==> src/core/fhc_pkg.sv <==
/*
  Constants of the flash host controller: registers, fields, commands,
  bus timing and states.
  Assumes a 20 MHz clock.
*/
package fhc_pkg;

  localparam int ADDR_W = 21;
  localparam int DATA_W = 16;

  // Controller register offsets (byte addresses, one word each).
  localparam logic [7:0] REG_ADDR   = 8'h00;
  localparam logic [7:0] REG_WDATA  = 8'h04;
  localparam logic [7:0] REG_CMD    = 8'h08;
  localparam logic [7:0] REG_STAT   = 8'h0C;
  localparam logic [7:0] REG_RDATA  = 8'h10;
  localparam logic [7:0] REG_PINCTL = 8'h14;

  // Field positions.
  localparam int CMD_WR_BIT      = 0;
  localparam int CMD_RD_BIT      = 1;
  localparam int STAT_BUSY_BIT   = 0;
  localparam int STAT_REFUSE_BIT = 1;
  localparam int STAT_SEQ_LSB    = 2;
  localparam int PIN_RUN_BIT     = 0;
  localparam int PIN_WP_BIT      = 1;
  localparam int PIN_BYTE_BIT    = 2;
  localparam int PIN_AUTOWP_BIT  = 3;

  // Reset values.
  localparam logic [3:0]        PINCTL_RST = 4'h9;
  localparam logic [ADDR_W-1:0] ADDR_RST   = 21'h000000;
  localparam logic [DATA_W-1:0] DATA_RST   = 16'h0000;

  // Flash command codes.
  localparam logic [7:0] FC_READ_ARRAY = 8'hFF;
  localparam logic [7:0] FC_READ_IDENT = 8'h90;
  localparam logic [7:0] FC_QUERY      = 8'h98;
  localparam logic [7:0] FC_READ_STAT  = 8'h70;
  localparam logic [7:0] FC_CLEAR_STAT = 8'h50;
  localparam logic [7:0] FC_ERASE      = 8'h20;
  localparam logic [7:0] FC_CHIP_ERASE = 8'h30;
  localparam logic [7:0] FC_WRITE      = 8'h40;
  localparam logic [7:0] FC_WRITE_ALT  = 8'h10;
  localparam logic [7:0] FC_MULTI      = 8'hE8;
  localparam logic [7:0] FC_SUSPEND    = 8'hB0;
  localparam logic [7:0] FC_CONFIRM    = 8'hD0;
  localparam logic [7:0] FC_LOCK       = 8'h60;
  localparam logic [7:0] FC_LOCK_SET   = 8'h01;
  localparam logic [7:0] FC_STS_CFG    = 8'hB8;
  localparam logic [7:0] FC_STS_MAX    = 8'h03;
  localparam logic [7:0] FC_COUNT_MAX  = 8'h1F;

  // Bus timing in ns and cycle counts, rounded up.
  localparam int CLK_PERIOD_NS = 50;
  localparam int T_ACC_NS      = 100;
  localparam int T_WP_NS       = 50;
  localparam int T_REC_NS      = 50;
  localparam int ACC_CYC = (T_ACC_NS + CLK_PERIOD_NS - 1) / CLK_PERIOD_NS;
  localparam int WP_CYC  = (T_WP_NS + CLK_PERIOD_NS - 1) / CLK_PERIOD_NS;
  localparam int REC_CYC = (T_REC_NS + CLK_PERIOD_NS - 1) / CLK_PERIOD_NS;
  localparam int SYNC_CYC = 2;

  typedef enum logic [2:0] {
    SQ_IDLE  = 3'b000,
    SQ_CONF  = 3'b001,
    SQ_LOCK  = 3'b010,
    SQ_DATA  = 3'b011,
    SQ_COUNT = 3'b100,
    SQ_MDATA = 3'b101,
    SQ_MCONF = 3'b110,
    SQ_STS   = 3'b111
  } fhc_seq_t;

  typedef enum logic [2:0] {
    BC_IDLE   = 3'b000,
    BC_SETUP  = 3'b001,
    BC_STROBE = 3'b010,
    BC_HOLD   = 3'b011,
    BC_GAP    = 3'b100
  } fhc_bc_t;

endpackage : fhc_pkg

==> src/core/fhc_cyc_if.sv <==
/*
  Carrier between the controller and its bus engine.
  Assumes one clock at both ends.
*/
`timescale 1ns/1ps
interface fhc_cyc_if;
  import fhc_pkg::*;
  logic              req;
  logic              wr;
  logic [ADDR_W-1:0] addr;
  logic [DATA_W-1:0] wdata;
  logic              byte_mode;
  logic              done;
  logic [DATA_W-1:0] rdata;

  modport master (output req, wr, addr, wdata, byte_mode,
                  input  done, rdata);
  modport engine (input  req, wr, addr, wdata, byte_mode,
                  output done, rdata);
endinterface : fhc_cyc_if

==> src/core/fhc_bus_cycle.sv <==
/*
  Runs one flash read or write cycle on the pins.
  Assumes requests arrive only while idle; data pins are asynchronous.
*/
`timescale 1ns/1ps
module fhc_bus_cycle
  import fhc_pkg::*;
(
  // Clock and reset.
  input  wire logic              ref_clk_i,
  input  wire logic              rst_n_i,
  // Cycle requests.
  fhc_cyc_if.engine              cyc,
  // Flash pins.
  output logic                   chip_sel0_n_o,
  output logic                   chip_sel1_n_o,
  output logic                   out_gate_n_o,
  output logic                   wr_strobe_n_o,
  output logic [ADDR_W-1:0]      addr_o,
  output logic [DATA_W-1:0]      dq_o,
  output logic                   dq_lo_oe_o,
  output logic                   dq_hi_oe_o,
  input  wire logic [DATA_W-1:0] dq_i
);

  fhc_bc_t           st_ff, nxt_st;
  logic [3:0]        cnt_ff, nxt_cnt;
  logic              wr_ff, nxt_wr, cs_ff, nxt_cs, oe_ff, nxt_oe;
  logic              we_ff, nxt_we, lo_ff, nxt_lo, hi_ff, nxt_hi;
  logic              done_ff, nxt_done;
  logic [ADDR_W-1:0] addr_ff, nxt_addr;
  logic [DATA_W-1:0] dq_ff, nxt_dq, rd_ff, nxt_rd;
  logic [DATA_W-1:0] dq_s1_ff, dq_s2_ff;

  always_comb begin
    nxt_st   = st_ff;
    nxt_cnt  = cnt_ff;
    nxt_wr   = wr_ff;
    nxt_cs   = cs_ff;
    nxt_oe   = oe_ff;
    nxt_we   = we_ff;
    nxt_lo   = lo_ff;
    nxt_hi   = hi_ff;
    nxt_done = 1'b0;
    nxt_addr = addr_ff;
    nxt_dq   = dq_ff;
    nxt_rd   = rd_ff;
    case (st_ff)
      BC_IDLE: begin
        if (cyc.req) begin
          nxt_st   = BC_SETUP;
          nxt_wr   = cyc.wr;
          nxt_cs   = 1'b1;
          nxt_addr = cyc.addr;
          nxt_dq   = cyc.wdata;
          nxt_lo   = cyc.wr;
          nxt_hi   = cyc.wr & ~cyc.byte_mode;
        end
      end
      BC_SETUP: begin
        nxt_st = BC_STROBE;
        if (wr_ff) begin
          nxt_we  = 1'b1;
          nxt_cnt = 4'(WP_CYC - 1);
        end else begin
          nxt_oe  = 1'b1;
          // Access time plus the two synchroniser stages.
          nxt_cnt = 4'(ACC_CYC + SYNC_CYC);
        end
      end
      BC_STROBE: begin
        if (cnt_ff != 4'h0) begin
          nxt_cnt = cnt_ff - 4'h1;
        end else if (wr_ff) begin
          // Strobe rises a cycle before select, so its edge latches data.
          nxt_we = 1'b0;
          nxt_st = BC_HOLD;
        end else begin
          nxt_rd  = dq_s2_ff;
          nxt_oe  = 1'b0;
          nxt_cs  = 1'b0;
          nxt_st  = BC_GAP;
          nxt_cnt = 4'(REC_CYC - 1);
        end
      end
      BC_HOLD: begin
        nxt_cs  = 1'b0;
        nxt_st  = BC_GAP;
        nxt_cnt = 4'(REC_CYC - 1);
      end
      BC_GAP: begin
        nxt_lo = 1'b0;
        nxt_hi = 1'b0;
        if (cnt_ff != 4'h0) begin
          nxt_cnt = cnt_ff - 4'h1;
        end else begin
          nxt_done = 1'b1;
          nxt_st   = BC_IDLE;
        end
      end
      default: begin
        nxt_st = BC_IDLE;
      end
    endcase
  end

  always_ff @(posedge ref_clk_i or negedge rst_n_i) begin
    if (!rst_n_i) begin
      st_ff    <= BC_IDLE;
      cnt_ff   <= 4'h0;
      wr_ff    <= 1'b0;
      cs_ff    <= 1'b0;
      oe_ff    <= 1'b0;
      we_ff    <= 1'b0;
      lo_ff    <= 1'b0;
      hi_ff    <= 1'b0;
      done_ff  <= 1'b0;
      addr_ff  <= ADDR_RST;
      dq_ff    <= DATA_RST;
      rd_ff    <= DATA_RST;
      dq_s1_ff <= DATA_RST;
      dq_s2_ff <= DATA_RST;
    end else begin
      st_ff    <= nxt_st;
      cnt_ff   <= nxt_cnt;
      wr_ff    <= nxt_wr;
      cs_ff    <= nxt_cs;
      oe_ff    <= nxt_oe;
      we_ff    <= nxt_we;
      lo_ff    <= nxt_lo;
      hi_ff    <= nxt_hi;
      done_ff  <= nxt_done;
      addr_ff  <= nxt_addr;
      dq_ff    <= nxt_dq;
      rd_ff    <= nxt_rd;
      dq_s1_ff <= dq_i;
      dq_s2_ff <= dq_s1_ff;
    end
  end

  assign chip_sel0_n_o = ~cs_ff;
  assign chip_sel1_n_o = ~cs_ff;
  assign out_gate_n_o  = ~oe_ff;
  assign wr_strobe_n_o = ~we_ff;
  assign addr_o        = addr_ff;
  assign dq_o          = dq_ff;
  assign dq_lo_oe_o    = lo_ff;
  assign dq_hi_oe_o    = hi_ff;
  assign cyc.done      = done_ff;
  assign cyc.rdata     = rd_ff;

endmodule : fhc_bus_cycle

==> src/core/fhc_ctrl.sv <==
/*
  Parallel flash host controller: registers, command guard, pin control.
  Assumes a single-cycle register port and flash pins wired straight here.
*/
// How it works
// Array read after power-up and power-down exit.
// A read mode holds until the next command.
// Busy flash ignores array read unless suspended.
// Read commands work at any supply, reset pin high.
// Identifier words 0 and 2 give maker and device codes.
// Identifier offset 4 gives block lock and erase-fail bits.
// Status mode returns status at any address.
// Status latches on first falling output or select edge; the model latches on the later of the two.
// Output gate or select rises between status reads.
// Multi-write code shows extended status; reissue to refresh.
// Failure flags stick until status clear.
// Status clear 50H is void while busy or suspended.
// Code 98H enters query mode.
// Byte-wide query ignores address bit 0; upper lanes undriven.
// Query bytes on low lane; high byte zero word-wide.
// Write data latched on first rising strobe or select edge.
// Protect pin high before writing or erasing locked blocks.
// Setup codes 40H and 10H both start a single write.
// Lock bit may be set with protect pin high.
// Lock clear needs protect high; clears all blocks.
// Multi-write: setup, count, N address/data pairs, D0H.
// Only defined command codes are written.
// Low program supply: reads work, changes refused.
// A new command sets the mode for the next read.
`timescale 1ns/1ps
module fhc_ctrl
  import fhc_pkg::*;
(
  // Clock and reset.
  input  wire logic              ref_clk_i,
  input  wire logic              rst_n_i,
  // Software register port.
  input  wire logic [7:0]        reg_addr_i,
  input  wire logic [31:0]       reg_wdata_i,
  input  wire logic              reg_wr_i,
  input  wire logic              reg_rd_i,
  output logic [31:0]            reg_rdata_o,
  // Flash pins.
  output logic                   chip_sel0_n_o,
  output logic                   chip_sel1_n_o,
  output logic                   out_gate_n_o,
  output logic                   wr_strobe_n_o,
  output logic [ADDR_W-1:0]      addr_o,
  output logic [DATA_W-1:0]      dq_o,
  output logic                   dq_lo_oe_o,
  output logic                   dq_hi_oe_o,
  input  wire logic [DATA_W-1:0] dq_i,
  output logic                   write_protect_o,
  output logic                   reset_powerdown_n_o,
  output logic                   byte_mode_n_o
);

  fhc_cyc_if cyc ();

  fhc_seq_t          seq_ff, nxt_seq;
  logic [5:0]        left_ff, nxt_left;
  logic [ADDR_W-1:0] addr_ff, nxt_addr;
  logic [DATA_W-1:0] wdata_ff, nxt_wdata, rdata_ff, nxt_rdata;
  logic [3:0]        pin_ff, nxt_pin;
  logic              busy_ff, nxt_busy, refuse_ff, nxt_refuse;
  logic              req_ff, nxt_req, wr_ff, nxt_wr;
  logic              wp_hold_ff, nxt_wp_hold, wp_ff, nxt_wp;
  logic              rp_ff, byte_ff;
  logic [31:0]       rd_ff, nxt_rd;
  logic [7:0]        code;
  logic              known, seq_ok, go_wr, go_rd, want_wr, want_rd;

  assign code = wdata_ff[7:0];

  // Only the defined command set may open a sequence.
  always_comb begin
    case (code)
      FC_READ_ARRAY, FC_READ_IDENT, FC_QUERY, FC_READ_STAT, FC_CLEAR_STAT,
      FC_ERASE, FC_CHIP_ERASE, FC_WRITE, FC_WRITE_ALT, FC_MULTI,
      FC_SUSPEND, FC_CONFIRM, FC_LOCK, FC_STS_CFG: known = 1'b1;
      default: known = 1'b0;
    endcase
  end

  always_comb begin
    want_wr = reg_wr_i && reg_addr_i == REG_CMD && reg_wdata_i[CMD_WR_BIT];
    want_rd = reg_wr_i && reg_addr_i == REG_CMD && reg_wdata_i[CMD_RD_BIT]
              && !want_wr;
    nxt_seq  = seq_ff;
    nxt_left = left_ff;
    seq_ok   = 1'b1;
    case (seq_ff)
      SQ_IDLE: begin
        seq_ok = known;
        case (code)
          FC_ERASE, FC_CHIP_ERASE: nxt_seq = SQ_CONF;
          FC_LOCK: nxt_seq = SQ_LOCK;
          FC_WRITE, FC_WRITE_ALT: nxt_seq = SQ_DATA;
          FC_MULTI: nxt_seq = SQ_COUNT;
          FC_STS_CFG: nxt_seq = SQ_STS;
          default: nxt_seq = SQ_IDLE;
        endcase
      end
      SQ_CONF: begin
        seq_ok  = code == FC_CONFIRM;
        nxt_seq = SQ_IDLE;
      end
      SQ_LOCK: begin
        seq_ok  = code == FC_CONFIRM || code == FC_LOCK_SET;
        nxt_seq = SQ_IDLE;
      end
      SQ_DATA: begin
        nxt_seq = SQ_IDLE;
      end
      SQ_COUNT: begin
        // Reissuing the multi-write code only refreshes extended status.
        if (code != FC_MULTI) begin
          seq_ok   = code <= FC_COUNT_MAX;
          nxt_left = {1'b0, code[4:0]} + 6'h01;
          nxt_seq  = SQ_MDATA;
        end
      end
      SQ_MDATA: begin
        nxt_left = left_ff - 6'h01;
        if (left_ff == 6'h01) begin
          nxt_seq = SQ_MCONF;
        end
      end
      SQ_MCONF: begin
        seq_ok  = code == FC_CONFIRM;
        nxt_seq = SQ_IDLE;
      end
      default: begin
        seq_ok  = code <= FC_STS_MAX;
        nxt_seq = SQ_IDLE;
      end
    endcase
    // Nothing reaches the pins while the reset pin is held low.
    go_wr = want_wr && !busy_ff && rp_ff && seq_ok;
    go_rd = want_rd && !busy_ff && rp_ff;
    if (!go_wr) begin
      nxt_seq  = seq_ff;
      nxt_left = left_ff;
    end
  end

  always_comb begin
    nxt_addr    = addr_ff;
    nxt_wdata   = wdata_ff;
    nxt_pin     = pin_ff;
    nxt_rdata   = rdata_ff;
    nxt_req     = go_wr || go_rd;
    nxt_wr      = go_wr ? 1'b1 : (go_rd ? 1'b0 : wr_ff);
    nxt_busy    = (busy_ff && !cyc.done) || go_wr || go_rd;
    nxt_wp_hold = wp_hold_ff;
    nxt_refuse  = refuse_ff;
    nxt_rd      = 32'h0000_0000;
    if (reg_wr_i) begin
      case (reg_addr_i)
        REG_ADDR:   nxt_addr  = reg_wdata_i[ADDR_W-1:0];
        REG_WDATA:  nxt_wdata = reg_wdata_i[DATA_W-1:0];
        REG_PINCTL: nxt_pin   = reg_wdata_i[3:0];
        REG_STAT: begin
          if (reg_wdata_i[STAT_REFUSE_BIT]) begin
            nxt_refuse = 1'b0;
          end
        end
        default: nxt_addr = addr_ff;
      endcase
    end
    // A refusal in the clearing cycle still leaves the flag set.
    if ((want_wr && !go_wr) || (want_rd && !go_rd)) begin
      nxt_refuse = 1'b1;
    end
    // Protect stays high from a setup code until a read-type command or status clear 50H.
    if (go_wr && seq_ff == SQ_IDLE) begin
      case (code)
        FC_ERASE, FC_CHIP_ERASE, FC_WRITE, FC_WRITE_ALT, FC_MULTI,
        FC_LOCK: nxt_wp_hold = 1'b1;
        FC_READ_ARRAY, FC_READ_IDENT, FC_QUERY, FC_READ_STAT,
        FC_CLEAR_STAT: nxt_wp_hold = 1'b0;
        default: nxt_wp_hold = wp_hold_ff;
      endcase
    end
    nxt_wp = nxt_pin[PIN_WP_BIT] | (nxt_pin[PIN_AUTOWP_BIT] & nxt_wp_hold);
    // Byte-wide reads carry nothing on the upper lanes.
    if (cyc.done && !wr_ff) begin
      nxt_rdata = byte_ff ? {8'h00, cyc.rdata[7:0]}
                          : cyc.rdata;
    end
    if (reg_rd_i) begin
      case (reg_addr_i)
        REG_ADDR:   nxt_rd = {11'h000, addr_ff};
        REG_WDATA:  nxt_rd = {16'h0000, wdata_ff};
        REG_STAT:   nxt_rd = {27'h0000000, seq_ff, refuse_ff, busy_ff};
        REG_RDATA:  nxt_rd = {16'h0000, rdata_ff};
        REG_PINCTL: nxt_rd = {28'h0000000, pin_ff};
        default:    nxt_rd = 32'h0000_0000;
      endcase
    end
  end

  always_ff @(posedge ref_clk_i or negedge rst_n_i) begin
    if (!rst_n_i) begin
      seq_ff     <= SQ_IDLE;
      left_ff    <= 6'h00;
      addr_ff    <= ADDR_RST;
      wdata_ff   <= DATA_RST;
      rdata_ff   <= DATA_RST;
      pin_ff     <= PINCTL_RST;
      busy_ff    <= 1'b0;
      refuse_ff  <= 1'b0;
      req_ff     <= 1'b0;
      wr_ff      <= 1'b0;
      wp_hold_ff <= 1'b0;
      wp_ff      <= 1'b0;
      rp_ff      <= 1'b1;
      byte_ff    <= 1'b0;
      rd_ff      <= 32'h0000_0000;
    end else begin
      seq_ff     <= nxt_seq;
      left_ff    <= nxt_left;
      addr_ff    <= nxt_addr;
      wdata_ff   <= nxt_wdata;
      rdata_ff   <= nxt_rdata;
      pin_ff     <= nxt_pin;
      busy_ff    <= nxt_busy;
      refuse_ff  <= nxt_refuse;
      req_ff     <= nxt_req;
      wr_ff      <= nxt_wr;
      wp_hold_ff <= nxt_wp_hold;
      wp_ff      <= nxt_wp;
      rp_ff      <= nxt_pin[PIN_RUN_BIT];
      byte_ff    <= nxt_pin[PIN_BYTE_BIT];
      rd_ff      <= nxt_rd;
    end
  end

  assign cyc.req             = req_ff;
  assign cyc.wr              = wr_ff;
  assign cyc.addr            = addr_ff;
  assign cyc.wdata           = wdata_ff;
  assign cyc.byte_mode       = byte_ff;
  assign reg_rdata_o         = rd_ff;
  assign write_protect_o     = wp_ff;
  assign reset_powerdown_n_o = rp_ff;
  assign byte_mode_n_o       = ~byte_ff;

  fhc_bus_cycle u_bus (
    .ref_clk_i     (ref_clk_i),
    .rst_n_i       (rst_n_i),
    .cyc           (cyc),
    .chip_sel0_n_o (chip_sel0_n_o),
    .chip_sel1_n_o (chip_sel1_n_o),
    .out_gate_n_o  (out_gate_n_o),
    .wr_strobe_n_o (wr_strobe_n_o),
    .addr_o        (addr_o),
    .dq_o          (dq_o),
    .dq_lo_oe_o    (dq_lo_oe_o),
    .dq_hi_oe_o    (dq_hi_oe_o),
    .dq_i          (dq_i)
  );

endmodule : fhc_ctrl

==> config.mk <==
export PLATFORM = sky130hd
export DESIGN_NAME = fhc_ctrl
export DESIGN_NICKNAME = d
export VERILOG_FILES = /design/src/core/fhc_pkg.sv /design/src/core/fhc_cyc_if.sv /design/src/core/fhc_bus_cycle.sv /design/src/core/fhc_ctrl.sv
export SDC_FILE = /design/constraint.sdc
export NUM_CORES = 1
export LEC_CHECK = 0
export BUFFER_PORTS_ARGS = -buffer_cell sky130_fd_sc_hd__buf_2
export CORE_MARGIN = 1
export CORE_UTILIZATION = 51
export CTS_CLUSTER_SIZE = 14
export DETAILED_ROUTE_END_ITERATION = 16
export PLACE_DENSITY_LB_ADDON = 0.1
export SLEW_MARGIN = 20
export SYNTH_ARGS = -nofsm -noshare
export SYNTH_HDL_FRONTEND = slang
export SYNTH_HIERARCHICAL = 1
export SYNTH_SLANG_ARGS = --single-unit
export TNS_END_PERCENT = 30
==> constraint.sdc <==
create_clock -name ref_clk_i -period 2.1 [get_ports ref_clk_i]
set_clock_uncertainty 0.2 [all_clocks]
set_input_delay 0.105 -clock ref_clk_i [delete_from_list [all_inputs] [get_ports ref_clk_i]]
set_output_delay 0.105 -clock ref_clk_i [all_outputs]
set_load 0.03 [all_outputs]
==> results.md <==
* Post-Layout Inst Area at 10660 um^2
* Placed wire-length estimate after detailed placement at around 13 mm
* Vias in the first global route at approximately 5900
* Antenna violations before repair at 0
* Peak Freq at 0.4668 GHz
* # setup viols final at 1
* Final min period at 2.142 ns
* Die Y at 129.1 um
* Worst r2r src: cyc.wdata[0]$_DFFE_PN0P_
* Clock buffer depth at 2
* CP required at 2.21 ns
* Synth unique cells at 64
* Ys Warns at 6
* Worst-Skew Late Latency at roughly 0.43 ns
* Peak supply drop at 721.7 uV
* DR WL/cell at around 18 um
* CP cell instances: inv_2 -> ha_4 -> nand2b_4 -> o311a_1 -> o221ai_2 -> a22oi_2 -> nor2_1 -> mux2_4
* Failing checks: setup timing
* Starting Density at 52.02%
* Fin. Hold Viols at 0
* Std cell rows at 46
* Pwr per Cell Area at 708.2 nW/um^2
* Final slew viol count at 0
* GR Overflow Total at 0
* CP Launch Type: register
* Leakage power at 5.397 nW
* Die area at 16660 um^2
* Largest net degree at the start of global routing at 63
* Final setup TNS at -0.04215 ns
* Via Count at around 5800
* Clock root buffer: clkbuf_16
* DRC viols at 0
* Setup crit start: cyc.wdata[0]$_DFFE_PN0P_
* Commonest cells after routing, fill and taps aside: dfrtp_1 (186), buf_2 (113), mux2_2 (63)
* Synth top area share at 57.75%
* PnR worst setup slack at -0.04215 ns
* Slew @ Worst Pin at 0.5900 ns
* Max H-tree Level at 4
* Mapped cell area at 8233 um^2
* Worst Path Class, Setup: reg -> reg
* Worst EP arrival at 2.25 ns
* Layout net count at 915
* Syn-to-layout area delta at 29.44%
* Worst min path class: in -> async
* Layout cells sized above 1 at 40.77%
* Status: finished with violations
* Most common cell after layout, fill and taps aside: dfrtp_1
* Overall power at 7.547 mW
* Worst path slowest cell: dfrtp_1
* CTS tree: built
* Top cells by area, synth: dfrtp_1 (58%), mux2_2 (8.8%), mux2_4 (7.3%)
* Slowest stage delay, CP at 0.40 ns
* GP Congestion at 0.8874
* RSZ-0062 raised after global routing: yes
* CTS sink cnt at between 150 and 200
* Cell count after synthesis at 643
* Flops & latches, synth at 192
* IO buf count at approximately 120
* Drt via density at 5.389
* Cts bufs inserted at 17
* Sequential-to-total area share from yosys stat at 58.39%
* Max-cap violations at 0
* Post-synth ARST share at between 90% and 100%
* Ant diodes at 0
* Die X at 129.1 um
* Slew headroom at between 60% and 70%
* Worst setup EP type: register
* GRT Total Usage at 24.51%
* Reg clk slew, reported paths at 0.07 ns
* DR pass1 iterations at 7
* Top FF cell, synth: dfrtp_1
* Post-Syn Area per Cell at ~13 um^2
* Critical Path Fanout Max at 4
* Placement Cell Area at 9405 um^2
* Period utilization at 102.0%
* First-pass GRT wire length at just over 30 mm
* EDFF count, synth at 0
* Core Area at 15830 um^2
* Final ANT Viol Nets at 0
* Final wirelength at 19.31 mm
* Cell taking the most area after synthesis: dfrtp_1
* Num ports at 138
* DRT iter0 DRCs at 386
## what timing repair did
item                       4_1_cts  5_1_grt
gates resized for setup          2       25
hold endpoints to repair       261        0
setup endpoints to repair        6       74
hold buffers                    46        0
gates cloned                     0        2
pin swaps                        0        7
setup buffers                    0        4
## sequential cells by signal, indices dropped and copies added (netlist names), 3 cells and up
signal           count
cyc.wdata           16
u_bus/dq_o          16
left_ff              6
reg_rdata_o         21
u_bus/st_ff          3
u_bus/addr_o        21
rdata_ff            16
u_bus/cyc.rdata     16
u_bus/cnt_ff         4
seq_ff               3
pin_ff               4
addr_ff             21
u_bus/dq_s2_ff      16
u_bus/dq_s1_ff      16
## cell families (layout without fill, tap and decap cells)
group | after synthesis | after routing | share of synthesized area (%)
AOI/OAI and AO/OA | 104 | 104 | 8.344
xor gates and xnor gates | 5 | 5 | 0.5319
adders and majority gates | 7 | 7 | 1.064
buffers and inverters | 61 | 269 | 3.845
DFF | 192 | 192 | 58.39
muxes | 109 | 109 | 16.66
other | 1 | 11 | 0.04555
and+or+nand+nor | 164 | 164 | 11.12
## final timing paths
kind	to	slack, ns	depth (start not counted)
worst min-delay path	u_bus/cnt_ff[1]$_DFFE_PN0P_	0.02	2
min in group ref_clk_i	cyc.req$_DFF_PN0_	0.03	5
max in group asynchronous	cyc.wdata[7]$_DFFE_PN0P_	0.97	3
worst max-delay path	seq_ff[0]$_DFFE_PN0P_	-0.04	8
worst max register to register	seq_ff[0]$_DFFE_PN0P_	-0.04	8
worst min register to register	u_bus/dq_s2_ff[9]$_DFF_PN0_	0.15	0
## cells in the mapped netlist, drive strengths merged (7+ instances only)
cell type,count
a21oi,24
and3,8
a222oi,11
nor2,47
nor3,8
o21ai,31
nand2,41
clkbuf,14
nor2b,9
ha,7
inv,15
dfrtp,190
nand3,12
nand2b,8
nor4,7
mux2,104
buf,31
## power by group
part	internal [mW]	switching, mW
clock	1.78	1.46
combinational	0.232	0.256
sequential	3.77	0.0494
total	5.78	1.77
## per-stage QoR
| step | utilization, % | worst slack [ns] | hold WS, ns | cells |
|---|---|---|---|---|
| finish | 67.33 | -0.04215 | 0.01655 | 1077 |
| global route | 67.33 | -0.1285 | 0.05469 | 1077 |
| CTS | 66.26 | -0.01570 | 0.007519 | 1072 |
| detailed placement | 59.42 | -0.07631 | -0.06001 | 994 |
| global placement | 59.42 | -0.09050 | -0.05598 | 994 |
| floorplan | - | -0.01735 | -0.3906 | 653 |
## worst max-delay path: cells and delay by family, from the launching register on
| family | cells | cell delay [ns] |
|---|---|---|
| muxes | 1 | 0.31 |
| adders and majority gates | 1 | 0.15 |
| AOI/OAI and AO/OA | 3 | 0.67 |
| buffers and inverters | 1 | 0.08 |
| DFF | 1 | 0.40 |
| and+or+nand+nor | 2 | 0.21 |
## metal layers
| layer | up-vias | GRT usage (%) | share of wire (%) |
|---|---|---|---|
| met2 | 158 | 40.76 | 50 |
| met4 | 0 | 8.235 | 1.7 |
| met3 | 24 | 5.987 | 4.7 |
| met1 | 2941 | 31.64 | 43 |
| met5 | - | 0 | 0 |
| li1 | 2681 | - | - |
## area by class of cell
class / count / area (um^2)
Fill cell: 1144 / 5171
Sequential cell: 192 / 4812
Multi-Input combinational cell: 400 / 3282
Timing Repair Buffer: 221 / 1622
Clock buffer: 20 / 466.7
Tap cell: 216 / 270.3
Clock inverter: 12 / 143.9
Inverter: 16 / 60.06
Note: power is estimated with default switching activity, not from simulation.
